[src/shared/flags_pkg.sv]
// Package for the processor status flag block.
// Assumes a single core clock domain and a plain register port.
package flags_pkg;

	localparam logic [7:0] FLAGS_OFFSET   = 8'h00;
	localparam logic [7:0] IRQ_STAT_OFF   = 8'h01;
	localparam logic [7:0] IRQ_MASK_OFF   = 8'h02;

	localparam int CARRY_BIT     = 0;
	localparam int HALF_BIT      = 1;
	localparam int ZERO_BIT      = 2;
	localparam int WRAP_BIT      = 3;
	localparam int SLEEP_BIT     = 4;
	localparam int WDOG_BIT      = 5;
	localparam int CHAIN_BIT     = 6;
	localparam int SLESS_BIT     = 7;

	localparam logic [7:0] SW_WRITE_MASK  = 8'hcf;
	localparam logic [7:0] FLAGS_RESET    = 8'h00;
	localparam logic [2:0] IRQ_RESET      = 3'h0;
	localparam logic [7:0] RESULT_RESET   = 8'h00;
	localparam logic [7:0] RDATA_RESET    = 8'h00;

	localparam int IRQ_WDOG      = 0;
	localparam int IRQ_SLEEP     = 1;
	localparam int IRQ_WRITE     = 2;

	typedef enum logic [3:0] {
		OP_NONE  = 4'h0,
		OP_ADD   = 4'h1,
		OP_ADC   = 4'h2,
		OP_SUB   = 4'h3,
		OP_SBC   = 4'h4,
		OP_LOGIC = 4'h5,
		OP_RLC   = 4'h6,
		OP_RRC   = 4'h7,
		OP_ROT   = 4'h8
	} alu_op_t;

endpackage : flags_pkg

[src/hdl/flag_arith.sv]
// Combinational flag evaluation for one ALU operation.
// Assumes operands are valid in the cycle the operation is presented.
`timescale 1ns/1ps
`default_nettype none
module flag_arith
(
	input  wire flags_pkg::alu_op_t op,
	input  wire logic [7:0]         opa,
	input  wire logic [7:0]         opb,
	input  wire logic               carry_in,
	output logic [7:0]              result,
	output logic                    carry,
	output logic                    half,
	output logic                    wrap,
	output logic                    zero
);
	import flags_pkg::*;

	logic [8:0] sum;
	logic [4:0] lo;
	logic [7:0] lo7;
	logic [7:0] addend;
	logic       cin;
	logic       c7;

	always_comb begin
		addend = opb;
		cin    = 1'b0;
		case (op)
			OP_ADD: begin
				addend = opb;
				cin    = 1'b0;
			end
			OP_ADC: begin
				addend = opb;
				cin    = carry_in;
			end
			// Subtraction adds the complement, so carry out means no borrow.
			OP_SUB: begin
				addend = ~opb;
				cin    = 1'b1;
			end
			OP_SBC: begin
				addend = ~opb;
				cin    = carry_in;
			end
			default: begin
				addend = opb;
				cin    = 1'b0;
			end
		endcase
		sum    = {1'b0, opa} + {1'b0, addend} + {8'h00, cin};
		lo     = {1'b0, opa[3:0]} + {1'b0, addend[3:0]} + {4'h0, cin};
		lo7    = {1'b0, opa[6:0]} + {1'b0, addend[6:0]} + {7'h00, cin};
		c7     = lo7[7];
		result = sum[7:0];
		carry  = sum[8];
		half   = lo[4];
		wrap   = c7 ^ sum[8];
		case (op)
			OP_LOGIC: begin
				result = opa;
				carry  = carry_in;
				half   = 1'b0;
				wrap   = 1'b0;
			end
			OP_RLC: begin
				result = {opa[6:0], carry_in};
				carry  = opa[7];
				half   = 1'b0;
				wrap   = 1'b0;
			end
			OP_RRC: begin
				result = {carry_in, opa[7:1]};
				carry  = opa[0];
				half   = 1'b0;
				wrap   = 1'b0;
			end
			OP_ROT: begin
				result = opa;
				carry  = carry_in;
				half   = 1'b0;
				wrap   = 1'b0;
			end
			default: begin
				result = sum[7:0];
			end
		endcase
		zero = (result == 8'h00);
	end

endmodule : flag_arith
`default_nettype wire

[src/hdl/status_flags.sv]
//
// Contract
// - Carry set on add carry-out or subtract without borrow, else cleared.
// - Rotate through carry loads the shifted-out bit into carry.
// - Half carry set on low-nibble carry, or no nibble borrow on subtract.
// - Zero flag set on an all-zero arithmetic or logical result.
// - Signed wrap set when carry into MSB differs from carry out.
// - Signed less flag is new wrap XOR result MSB.
// - Plain subtract copies the new zero flag into chained zero.
// - Subtract with borrow ANDs chained zero with the new zero.
// - Chained zero unchanged by all other instructions.
// - Software writes never touch watchdog-expired or sleep-entered flags.
// - Watchdog time-out sets the watchdog-expired flag.
// - Power-up, watchdog clear or sleep clears watchdog-expired flag.
// - Power-up or watchdog clear also clears the sleep-entered flag.
// - Sleep instruction sets the sleep-entered flag.
// - No automatic save of flags on interrupt entry or call.
//
// Processor status flag register with event interrupt.
// Assumes the core presents one operation per cycle on alu_valid.
`timescale 1ns/1ps
`default_nettype none
module status_flags
(
	input  wire logic               core_clk,
	input  wire logic               nrst,
	input  wire logic               alu_valid,
	input  wire flags_pkg::alu_op_t alu_op,
	input  wire logic [7:0]         alu_a,
	input  wire logic [7:0]         alu_b,
	input  wire logic               watchdog_timeout,
	input  wire logic               watchdog_clear_instr,
	input  wire logic               sleep_instr,
	input  wire logic [7:0]         reg_addr,
	input  wire logic [7:0]         reg_wdata,
	input  wire logic               reg_wr,
	input  wire logic               reg_rd,
	output logic [7:0]              reg_rdata,
	output logic [7:0]              alu_result,
	output logic [7:0]              flags_out,
	output logic                    irq
);
	import flags_pkg::*;

	////////////////////////////////////////////////////////////////////////

	logic [7:0] flags_r;
	logic [7:0] flags_nxt;
	logic [7:0] rdata_r;
	logic [7:0] rdata_nxt;
	logic [7:0] result_r;
	logic [7:0] result_nxt;
	logic [2:0] stat_r;
	logic [2:0] stat_nxt;
	logic [2:0] mask_r;
	logic [2:0] mask_nxt;
	logic       irq_r;
	logic       irq_nxt;

	logic [7:0] res;
	logic       c_new;
	logic       h_new;
	logic       v_new;
	logic       z_new;

	function automatic logic hit(input logic [7:0] a, input logic [7:0] off);
		hit = (a == off);
	endfunction : hit

	flag_arith u_arith (
		.op       (alu_op),
		.opa      (alu_a),
		.opb      (alu_b),
		.carry_in (flags_r[CARRY_BIT]),
		.result   (res),
		.carry    (c_new),
		.half     (h_new),
		.wrap     (v_new),
		.zero     (z_new)
	);

	////////////////////////////////////////////////////////////////////////

	// Nothing here pushes the flags anywhere on interrupt or call.
	always_comb begin
		flags_nxt  = flags_r;
		result_nxt = result_r;
		if (reg_wr && hit(reg_addr, FLAGS_OFFSET)) begin
			flags_nxt = (reg_wdata & SW_WRITE_MASK)
				| (flags_r & ~SW_WRITE_MASK);
		end
		if (alu_valid) begin
			result_nxt = res;
			case (alu_op)
				OP_ADD, OP_ADC, OP_SUB, OP_SBC: begin
					flags_nxt[CARRY_BIT] = c_new;
					flags_nxt[HALF_BIT]  = h_new;
					flags_nxt[ZERO_BIT]  = z_new;
					flags_nxt[WRAP_BIT]  = v_new;
					flags_nxt[SLESS_BIT] = v_new ^ res[7];
				end
				OP_LOGIC: begin
					flags_nxt[ZERO_BIT] = z_new;
				end
				OP_RLC, OP_RRC: begin
					flags_nxt[CARRY_BIT] = c_new;
				end
				default: begin
					flags_nxt[ZERO_BIT] = flags_nxt[ZERO_BIT];
				end
			endcase
			case (alu_op)
				OP_SUB: flags_nxt[CHAIN_BIT] = z_new;
				OP_SBC: flags_nxt[CHAIN_BIT] = flags_r[CHAIN_BIT] & z_new;
				default: flags_nxt[CHAIN_BIT] = flags_nxt[CHAIN_BIT];
			endcase
		end
		// Watchdog clear beats both sleep and time-out in the same cycle.
		if (watchdog_clear_instr) begin
			flags_nxt[WDOG_BIT]  = 1'b0;
			flags_nxt[SLEEP_BIT] = 1'b0;
		end else begin
			if (sleep_instr) begin
				flags_nxt[SLEEP_BIT] = 1'b1;
				flags_nxt[WDOG_BIT]  = 1'b0;
			end
			if (watchdog_timeout) begin
				flags_nxt[WDOG_BIT] = 1'b1;
			end
		end
	end

	always_ff @(posedge core_clk) begin
		if (!nrst) begin
			flags_r  <= FLAGS_RESET;
			result_r <= RESULT_RESET;
		end else begin
			flags_r  <= flags_nxt;
			result_r <= result_nxt;
		end
	end

	////////////////////////////////////////////////////////////////////////

	// Event status bits are sticky; a new event wins over a clear.
	always_comb begin
		stat_nxt = stat_r;
		mask_nxt = mask_r;
		if (reg_wr && hit(reg_addr, IRQ_STAT_OFF)) begin
			stat_nxt = stat_r & ~reg_wdata[2:0];
		end
		if (reg_wr && hit(reg_addr, IRQ_MASK_OFF)) begin
			mask_nxt = reg_wdata[2:0];
		end
		if (watchdog_timeout) begin
			stat_nxt[IRQ_WDOG] = 1'b1;
		end
		if (sleep_instr) begin
			stat_nxt[IRQ_SLEEP] = 1'b1;
		end
		if (reg_wr && hit(reg_addr, FLAGS_OFFSET)
			&& ((reg_wdata ^ flags_r) & ~SW_WRITE_MASK) != 8'h00) begin
			stat_nxt[IRQ_WRITE] = 1'b1;
		end
		irq_nxt = |(stat_nxt & mask_nxt);
	end

	always_ff @(posedge core_clk) begin
		if (!nrst) begin
			stat_r <= IRQ_RESET;
			mask_r <= IRQ_RESET;
			irq_r  <= 1'b0;
		end else begin
			stat_r <= stat_nxt;
			mask_r <= mask_nxt;
			irq_r  <= irq_nxt;
		end
	end

	////////////////////////////////////////////////////////////////////////

	always_comb begin
		rdata_nxt = 8'h00;
		if (reg_rd) begin
			if (hit(reg_addr, FLAGS_OFFSET)) begin
				rdata_nxt = flags_r;
			end else if (hit(reg_addr, IRQ_STAT_OFF)) begin
				rdata_nxt = {5'h00, stat_r};
			end else if (hit(reg_addr, IRQ_MASK_OFF)) begin
				rdata_nxt = {5'h00, mask_r};
			end else begin
				rdata_nxt = 8'h00;
			end
		end
	end

	always_ff @(posedge core_clk) begin
		if (!nrst) begin
			rdata_r <= RDATA_RESET;
		end else begin
			rdata_r <= rdata_nxt;
		end
	end

	assign reg_rdata  = rdata_r;
	assign alu_result = result_r;
	assign flags_out  = flags_r;
	assign irq        = irq_r;

endmodule : status_flags
`default_nettype wire

[config.mk]
export PLATFORM = sky130hd
export DESIGN_NAME = status_flags
export DESIGN_NICKNAME = d
export VERILOG_FILES = /design/src/shared/flags_pkg.sv /design/src/hdl/flag_arith.sv /design/src/hdl/status_flags.sv
export SDC_FILE = /design/constraint.sdc
export NUM_CORES = 1
export LEC_CHECK = 0
export BUFFER_PORTS_ARGS = -buffer_cell sky130_fd_sc_hd__buf_4
export CORE_ASPECT_RATIO = 0.6
export CORE_MARGIN = 4
export CORE_UTILIZATION = 44
export DETAILED_ROUTE_END_ITERATION = 10
export PLACE_DENSITY = 0.77
export SLEW_MARGIN = 25
export SYNTH_ARGS = -nofsm -noshare
export SYNTH_HDL_FRONTEND = slang
export SYNTH_SLANG_ARGS = --single-unit
[constraint.sdc]
create_clock -name core_clk -period 7.7 [get_ports core_clk]
set_input_delay 1.155 -clock core_clk [delete_from_list [all_inputs] [get_ports core_clk]]
set_output_delay 1.155 -clock core_clk [all_outputs]
set_load 0.05 [all_outputs]
== After elaboration in Yosys (flattened, before gate mapping) ==
Cells that the tools add are included.

* Bits in registers: 31
* Bits in latches: 0
* RAM bits: 0
* ROM bits: 0
* Output and inout bits: 25
* Logic and storage cells: 80
* Memories kept: 0

* Add/sub/neg operators: 6
* $mul: 0
* Divide/modulo/power cells: 0
* Magnitude comparators: 0
* Equal/unequal tests: 11
* Shifts and indexed selects: 0
* Mux-type cells: 25
* Bitwise operators: 10
* Reduce and logical (&&, ||, !) cells: 19

{| class="wikitable"
|+ Operators by type and width
! kind !! count
|-
| $mux 8 || 3
|-
| $pmux 8 s3 || 1
|-
| $eq 4x3->1 const B || 4
|-
| $logic_not 8->1 || 2
|-
| $mux 3 || 4
|-
| $mux 1 || 11
|-
| $add 8x8->9 || 1
|-
| $add 9x1->9 || 1
|-
| $add 7x7->8 || 1
|-
| $add 8x1->8 || 1
|-
| $eq 4x2->1 const B || 2
|-
| $eq 8x1->1 const B || 1
|-
| $eq 8x2->1 const B || 1
|-
| $not 8->8 || 1
|-
| $or 8x6->8 || 1
|-
| $reduce_bool 8->1 || 1
|-
| $reduce_or 2->1 || 4
|-
| $reduce_or 4->1 || 2
|-
| $and 3x3->3 || 2
|-
| $reduce_or 6->1 || 1
|-
| $xor 6x6->6 || 1
|-
| $add 4x4->5 || 1
|-
| $add 5x1->5 || 1
|-
| $reduce_or 5->1 || 1
|-
| other kinds (16) || 22
|}

== Longest topological paths before layout ==
* Word-level depth: 10
* Mapped depth: 15
* Mapped depth without buffers: 13

== Hierarchy ==
Synthesis repeated with hierarchy kept, for this count alone.

* Cells, all modules: 275
* Area, all modules: 2323.5 um^2

{| class="wikitable"
|+ By module, submodules not included
! module !! times used !! cells each !! area each (um^2) !! seq. area each (um^2)
|-
| status_flags || 1 || 146 || 1375.1 || 620.6
|-
| flag_arith || 1 || 129 || 948.4 || 0.0
|}

== Least setup slack after synthesis ==
Ideal clock, no wire load.

* Path type: input to register
* Start: input port alu_op[0]
* End: register flags_r[7] (netlist: flags_out[7])
* Setup time: 103 ps
* Data arrival time: 4415 ps
* Data required time: 7597 ps
* Setup slack: 3182 ps
* Cell stages on the path: 14
* Path buffers: 2
* Cell sequence: buf_2 buf_1 nand2_1 a21oi_1 xnor2_1 fa_1 inv_1 fa_1 a21oi_1 o211a_1 o221ai_1 o221ai_1 and3_1 a2111oi_2

* Word-level cells in the longest chain between the ends: 10

{| class="wikitable"
|+ Ends and longest elaborated chain
! item !! line !! RTL
|-
| start: declaration || status_flags.sv:28 || <nowiki>input wire flags_pkg::alu_op_t alu_op,</nowiki>
|-
| $eq 4x2->1 / $eq 4x3->1 (equally long branches) || flag_arith.sv:29, status_flags.sv:94 ||
|-
| $reduce_or 2->1 (no source line) || -- ||
|-
| $mux 8 || -- ||
|-
| $add 8x8->9 / $add 7x7->8 (equally long branches) || flag_arith.sv:52, flag_arith.sv:54 ||
|-
| $add 9x1->9 / $add 8x1->8 (equally long branches) || flag_arith.sv:52, flag_arith.sv:54 ||
|-
| $xor 1x1->1 || flag_arith.sv:59 || <nowiki>wrap = c7 ^ sum[8];</nowiki>
|-
| $mux 1 || flag_arith.sv:60 || <nowiki>case (op)</nowiki>
|-
| $xor 1x1->1 || status_flags.sv:100 || <nowiki>flags_nxt[SLESS_BIT] = v_new ^ res[7];</nowiki>
|-
| $mux 1 (*) || status_flags.sv:94 || <nowiki>case (alu_op)</nowiki>
|-
| $mux 2 (*) || status_flags.sv:92 || <nowiki>if (alu_valid) begin</nowiki>
|-
| end signal: assignment || status_flags.sv:138 || <nowiki>flags_r <= flags_nxt;</nowiki>
|-
| end: declaration || status_flags.sv:47 || <nowiki>logic [7:0] flags_r;</nowiki>
|}

Every way passes the cells marked *; elsewhere a longest branch is shown, timed or not.
A chain may end at the register's enable or synchronous reset.

== Worst setup path after layout ==
* Start: input port alu_op[1]
* End: register flags_r[7] (netlist: flags_out[7])

The elaborated chain is that of the path after synthesis.

==> impl_metrics.csv <==
group,metric,value,unit
outcome,status,"completed",
global_route,grt_pass1_wl,9.67,mm
yosys,async_flop_share,0,%
worst_setup_path,worst-path-buf-inv,1,
clocking,ctsResizeCount,0,
yosys,synth_top_cell_by_area,"dfxtp_1",
pwr,p_leak,1.20,nW
worst_setup_path,crit_fanout,9,
pwr,p_seq_share,38.5,%
pwr,p_comb_share,34.9,%
drt,remaining_drc_errors,0,
drt,wl_per_cell,16.7,µm
worst_setup_path,critPathRequiredTime,7860,ps
timing,fmax,0.226,GHz
pwr,switchingPower,159,µW
timing,worst_slack,3280,ps
finish,drive_gt1_share,31.5,%
worst_setup_path,r2r_cells,9,
timing,worst_pin_slew,720,ps
clocking,cts_tree,"yes",
worst_setup_path,start_kind,"input port",
timing,setup_viol,0,
yosys,avgSynthCellArea,8.60,µm²
yosys,synth-edff-count,0,
finish,final_cell_mix,"buf_4, dfxtp_1, nor2_1",
global_route,grt-ovfl-total,0,
worst_hold_path,hold_class,"flip-flop to flip-flop",
worst_setup_path,crit_family,"compound AO/OA/AOI/OAI gates",
die,start_util,46.0,%
place,portBuffers,68,
timing,setup_tns,0,ps
place,globalplace.congestion,0.974,
timing,min_period,4420,ps
global_route,track_usage,20.1,%
place,placed_area,0.00268,mm²
die,coreArea,0.00464,mm²
clocking,numCtsBuffers,5,
worst_setup_path,cp-end-kind,"flip-flop",
clocking,worst_skew_pair.late_latency,270,ps
global_route,grt_max_degree,20,
drt,vias_per_cell,5.84,
pwr,p_sw_share,35.0,%
timing,whs,499,ps
worst_setup_path,cpPeakStageDelay,560,ps
pwr,pwr-share-clk,26.6,%
clocking,cts-root-buf,"clkbuf_8",
die,die-height,61.9,µm
drt,dr.pass1.iters,8,
drt,ant_nets,0,
pwr,p_per_area,164,mW/mm²
die,die_x,97.9,µm
place,dp_slack,2740,ps
yosys,synthesis.area,0.00213,mm²
global_route,grt_pass1_vias,1926,
yosys,ys_ff_latch,31,
place,dpl.hpwl,5.04,mm
yosys,synthDominantCellAreaShare,29.1,%
yosys,synthTopCellsByArea,"dfxtp_1, nor2_1, mux2_2, ha_1, a211oi_1",
clocking,clock-sinks,31,
pwr,internal_power,295,µW
yosys,ys_seq_area_share,29.1,%
finish,fin_util,59.6,%
job,cap_violations,0,
finish,syn_to_final_growth,29.6,%
global_route,antenna_found_initial,0,
drt,drt_iter0_markers,286,
clocking,clock_path_buffers,2,
drt,vias,2203,
clocking,post_cts_buffers,0,
die,boundaryPins,69,
die,dieArea,0.00606,mm²
timing,rsz0062_at_grt,"no",
worst_setup_path,cpMaxStageDelayCell,"a21oi_2",
timing,skew,5.07,ps
worst_setup_path,critPathMostFrequentCell,"o221ai_1",
worst_setup_path,path_cells,"buf_4, nor2b_1, nand2_1, a21oi_2, xnor2_1, fa_1, nand3b_1, a211oi_1, o221ai_1, o221ai_1, nor3_1, a2111oi_2",
timing,slew_headroom,51.6,%
worst_setup_path,worstSetupPathType,"input port to flip-flop",
pwr,peakVddDrop,114,µV
timing,slew_viol_final,0,
timing,hold_violations,0,
yosys,synthDistinctLibCells,62,
yosys,syn_nets,301,
die,fp-row-count,19,
worst_setup_path,arrival,4580,ps
finish,final_cell_area,0.00276,mm²
yosys,synth-main-ff-cell,"dfxtp_1",
clocking,cts_hold_buf,0,
worst_setup_path,cp.depth,12,
yosys,ys_warn_count,0,
timing,finalCritPeriodShare,57.4,%
finish,antenna_cells,0,
clocking,htree_levels,2,
clocking,clkTransAtPathRegs,70,ps
worst_hold_path,holdPathStages,2,
yosys,syn_inst,248,
drt,drt_wl_total,6.29,mm
finish,final_nets,366,
finish,final_common_cell,"buf_4",
-- cell families (layout without fill, tap and decap cells) --
logic type      after synthesis  count (layout)  share of synthesized area [%]
buf+inv                      20              86                           4.23
xor+xnor                     14              14                           5.75
compound gates               62              62                           21.8
fa+ha+maj                     9               9                           5.99
simple gates                 95              95                           24.6
flops                        31              31                           29.1
mux                          17              17                           8.51
-- per-layer routing --
layer	up-vias	track usage, %	wire length [µm]
met4	0	3.16	53
met3	8	7.36	778
met2	137	25.9	2390
met1	1010	31.4	3070
met5	-	0	0
li1	1048	-	-
-- synth_stat cells, types with 6 or more instances --
| cell type | n |
|---|---|
| mux2i_1 | 8 |
| and2_1 | 6 |
| xor2_1 | 9 |
| mux2_2 | 9 |
| nand2_1 | 18 |
| nor2_1 | 28 |
| nand2b_1 | 6 |
| ha_1 | 7 |
| a211oi_1 | 11 |
| dfxtp_1 | 31 |
| clkbuf_1 | 6 |
| a21oi_1 | 10 |
| inv_1 | 7 |
| o21ai_0 | 6 |
-- tightest hold or removal path: stages, from the launching register on --
cell and delay [ps]:
dfxtp_1 320, nor2_1 80, a211oi_1 60
-- power groups by stage --
stage               clock network (mW)  registers [mW]  logic (mW)
finish                           0.121           0.175       0.158
CTS                              0.122           0.174       0.155
detailed placement                   0           0.177       0.154
global placement                     0           0.178       0.153
floorplan                            0           0.197      0.0846
global route                     0.130           0.175       0.170
-- layout make-up --
| type | instances | area, µm² |
|---|---|---|
| clock buffer | 5 | 68.8 |
| clock inverter | 3 | 15.0 |
| fill | 416 | 1870 |
| inverter | 8 | 30.0 |
| multi-input combinational | 197 | 1430 |
| sequential | 31 | 621 |
| tap | 63 | 78.8 |
| timing repair buffer | 70 | 526 |
-- worst paths after layout --
path	from	end	slack [ps]
max reg2reg	flags_out[0]$_SDFFE_PN0P_	flags_out[7]$_SDFF_PN0_	4520
min	alu_result[2]$_SDFFE_PN0P_	alu_result[2]$_SDFFE_PN0P_	500
min reg2reg	alu_result[2]$_SDFFE_PN0P_	alu_result[2]$_SDFFE_PN0P_	500
max	alu_op[1]	flags_out[7]$_SDFF_PN0_	3280
-- state kept, by name, summed over array words and instances (netlist names) --
signal / flops
alu_result: 8
flags_out: 8
irq: 1
mask_r: 3
reg_rdata: 8
stat_r: 3
-- through the flow --
| stage | power, mW | instances |
|---|---|---|
| final | 0.453 | 377 |
| after CTS | 0.452 | 377 |
| after global placement | 0.330 | 369 |
| after global routing | 0.475 | 377 |
| after detailed placement | 0.332 | 369 |
| after floorplan | 0.281 | 248 |
No activity file was read; power rests on OpenSTA's default activity.
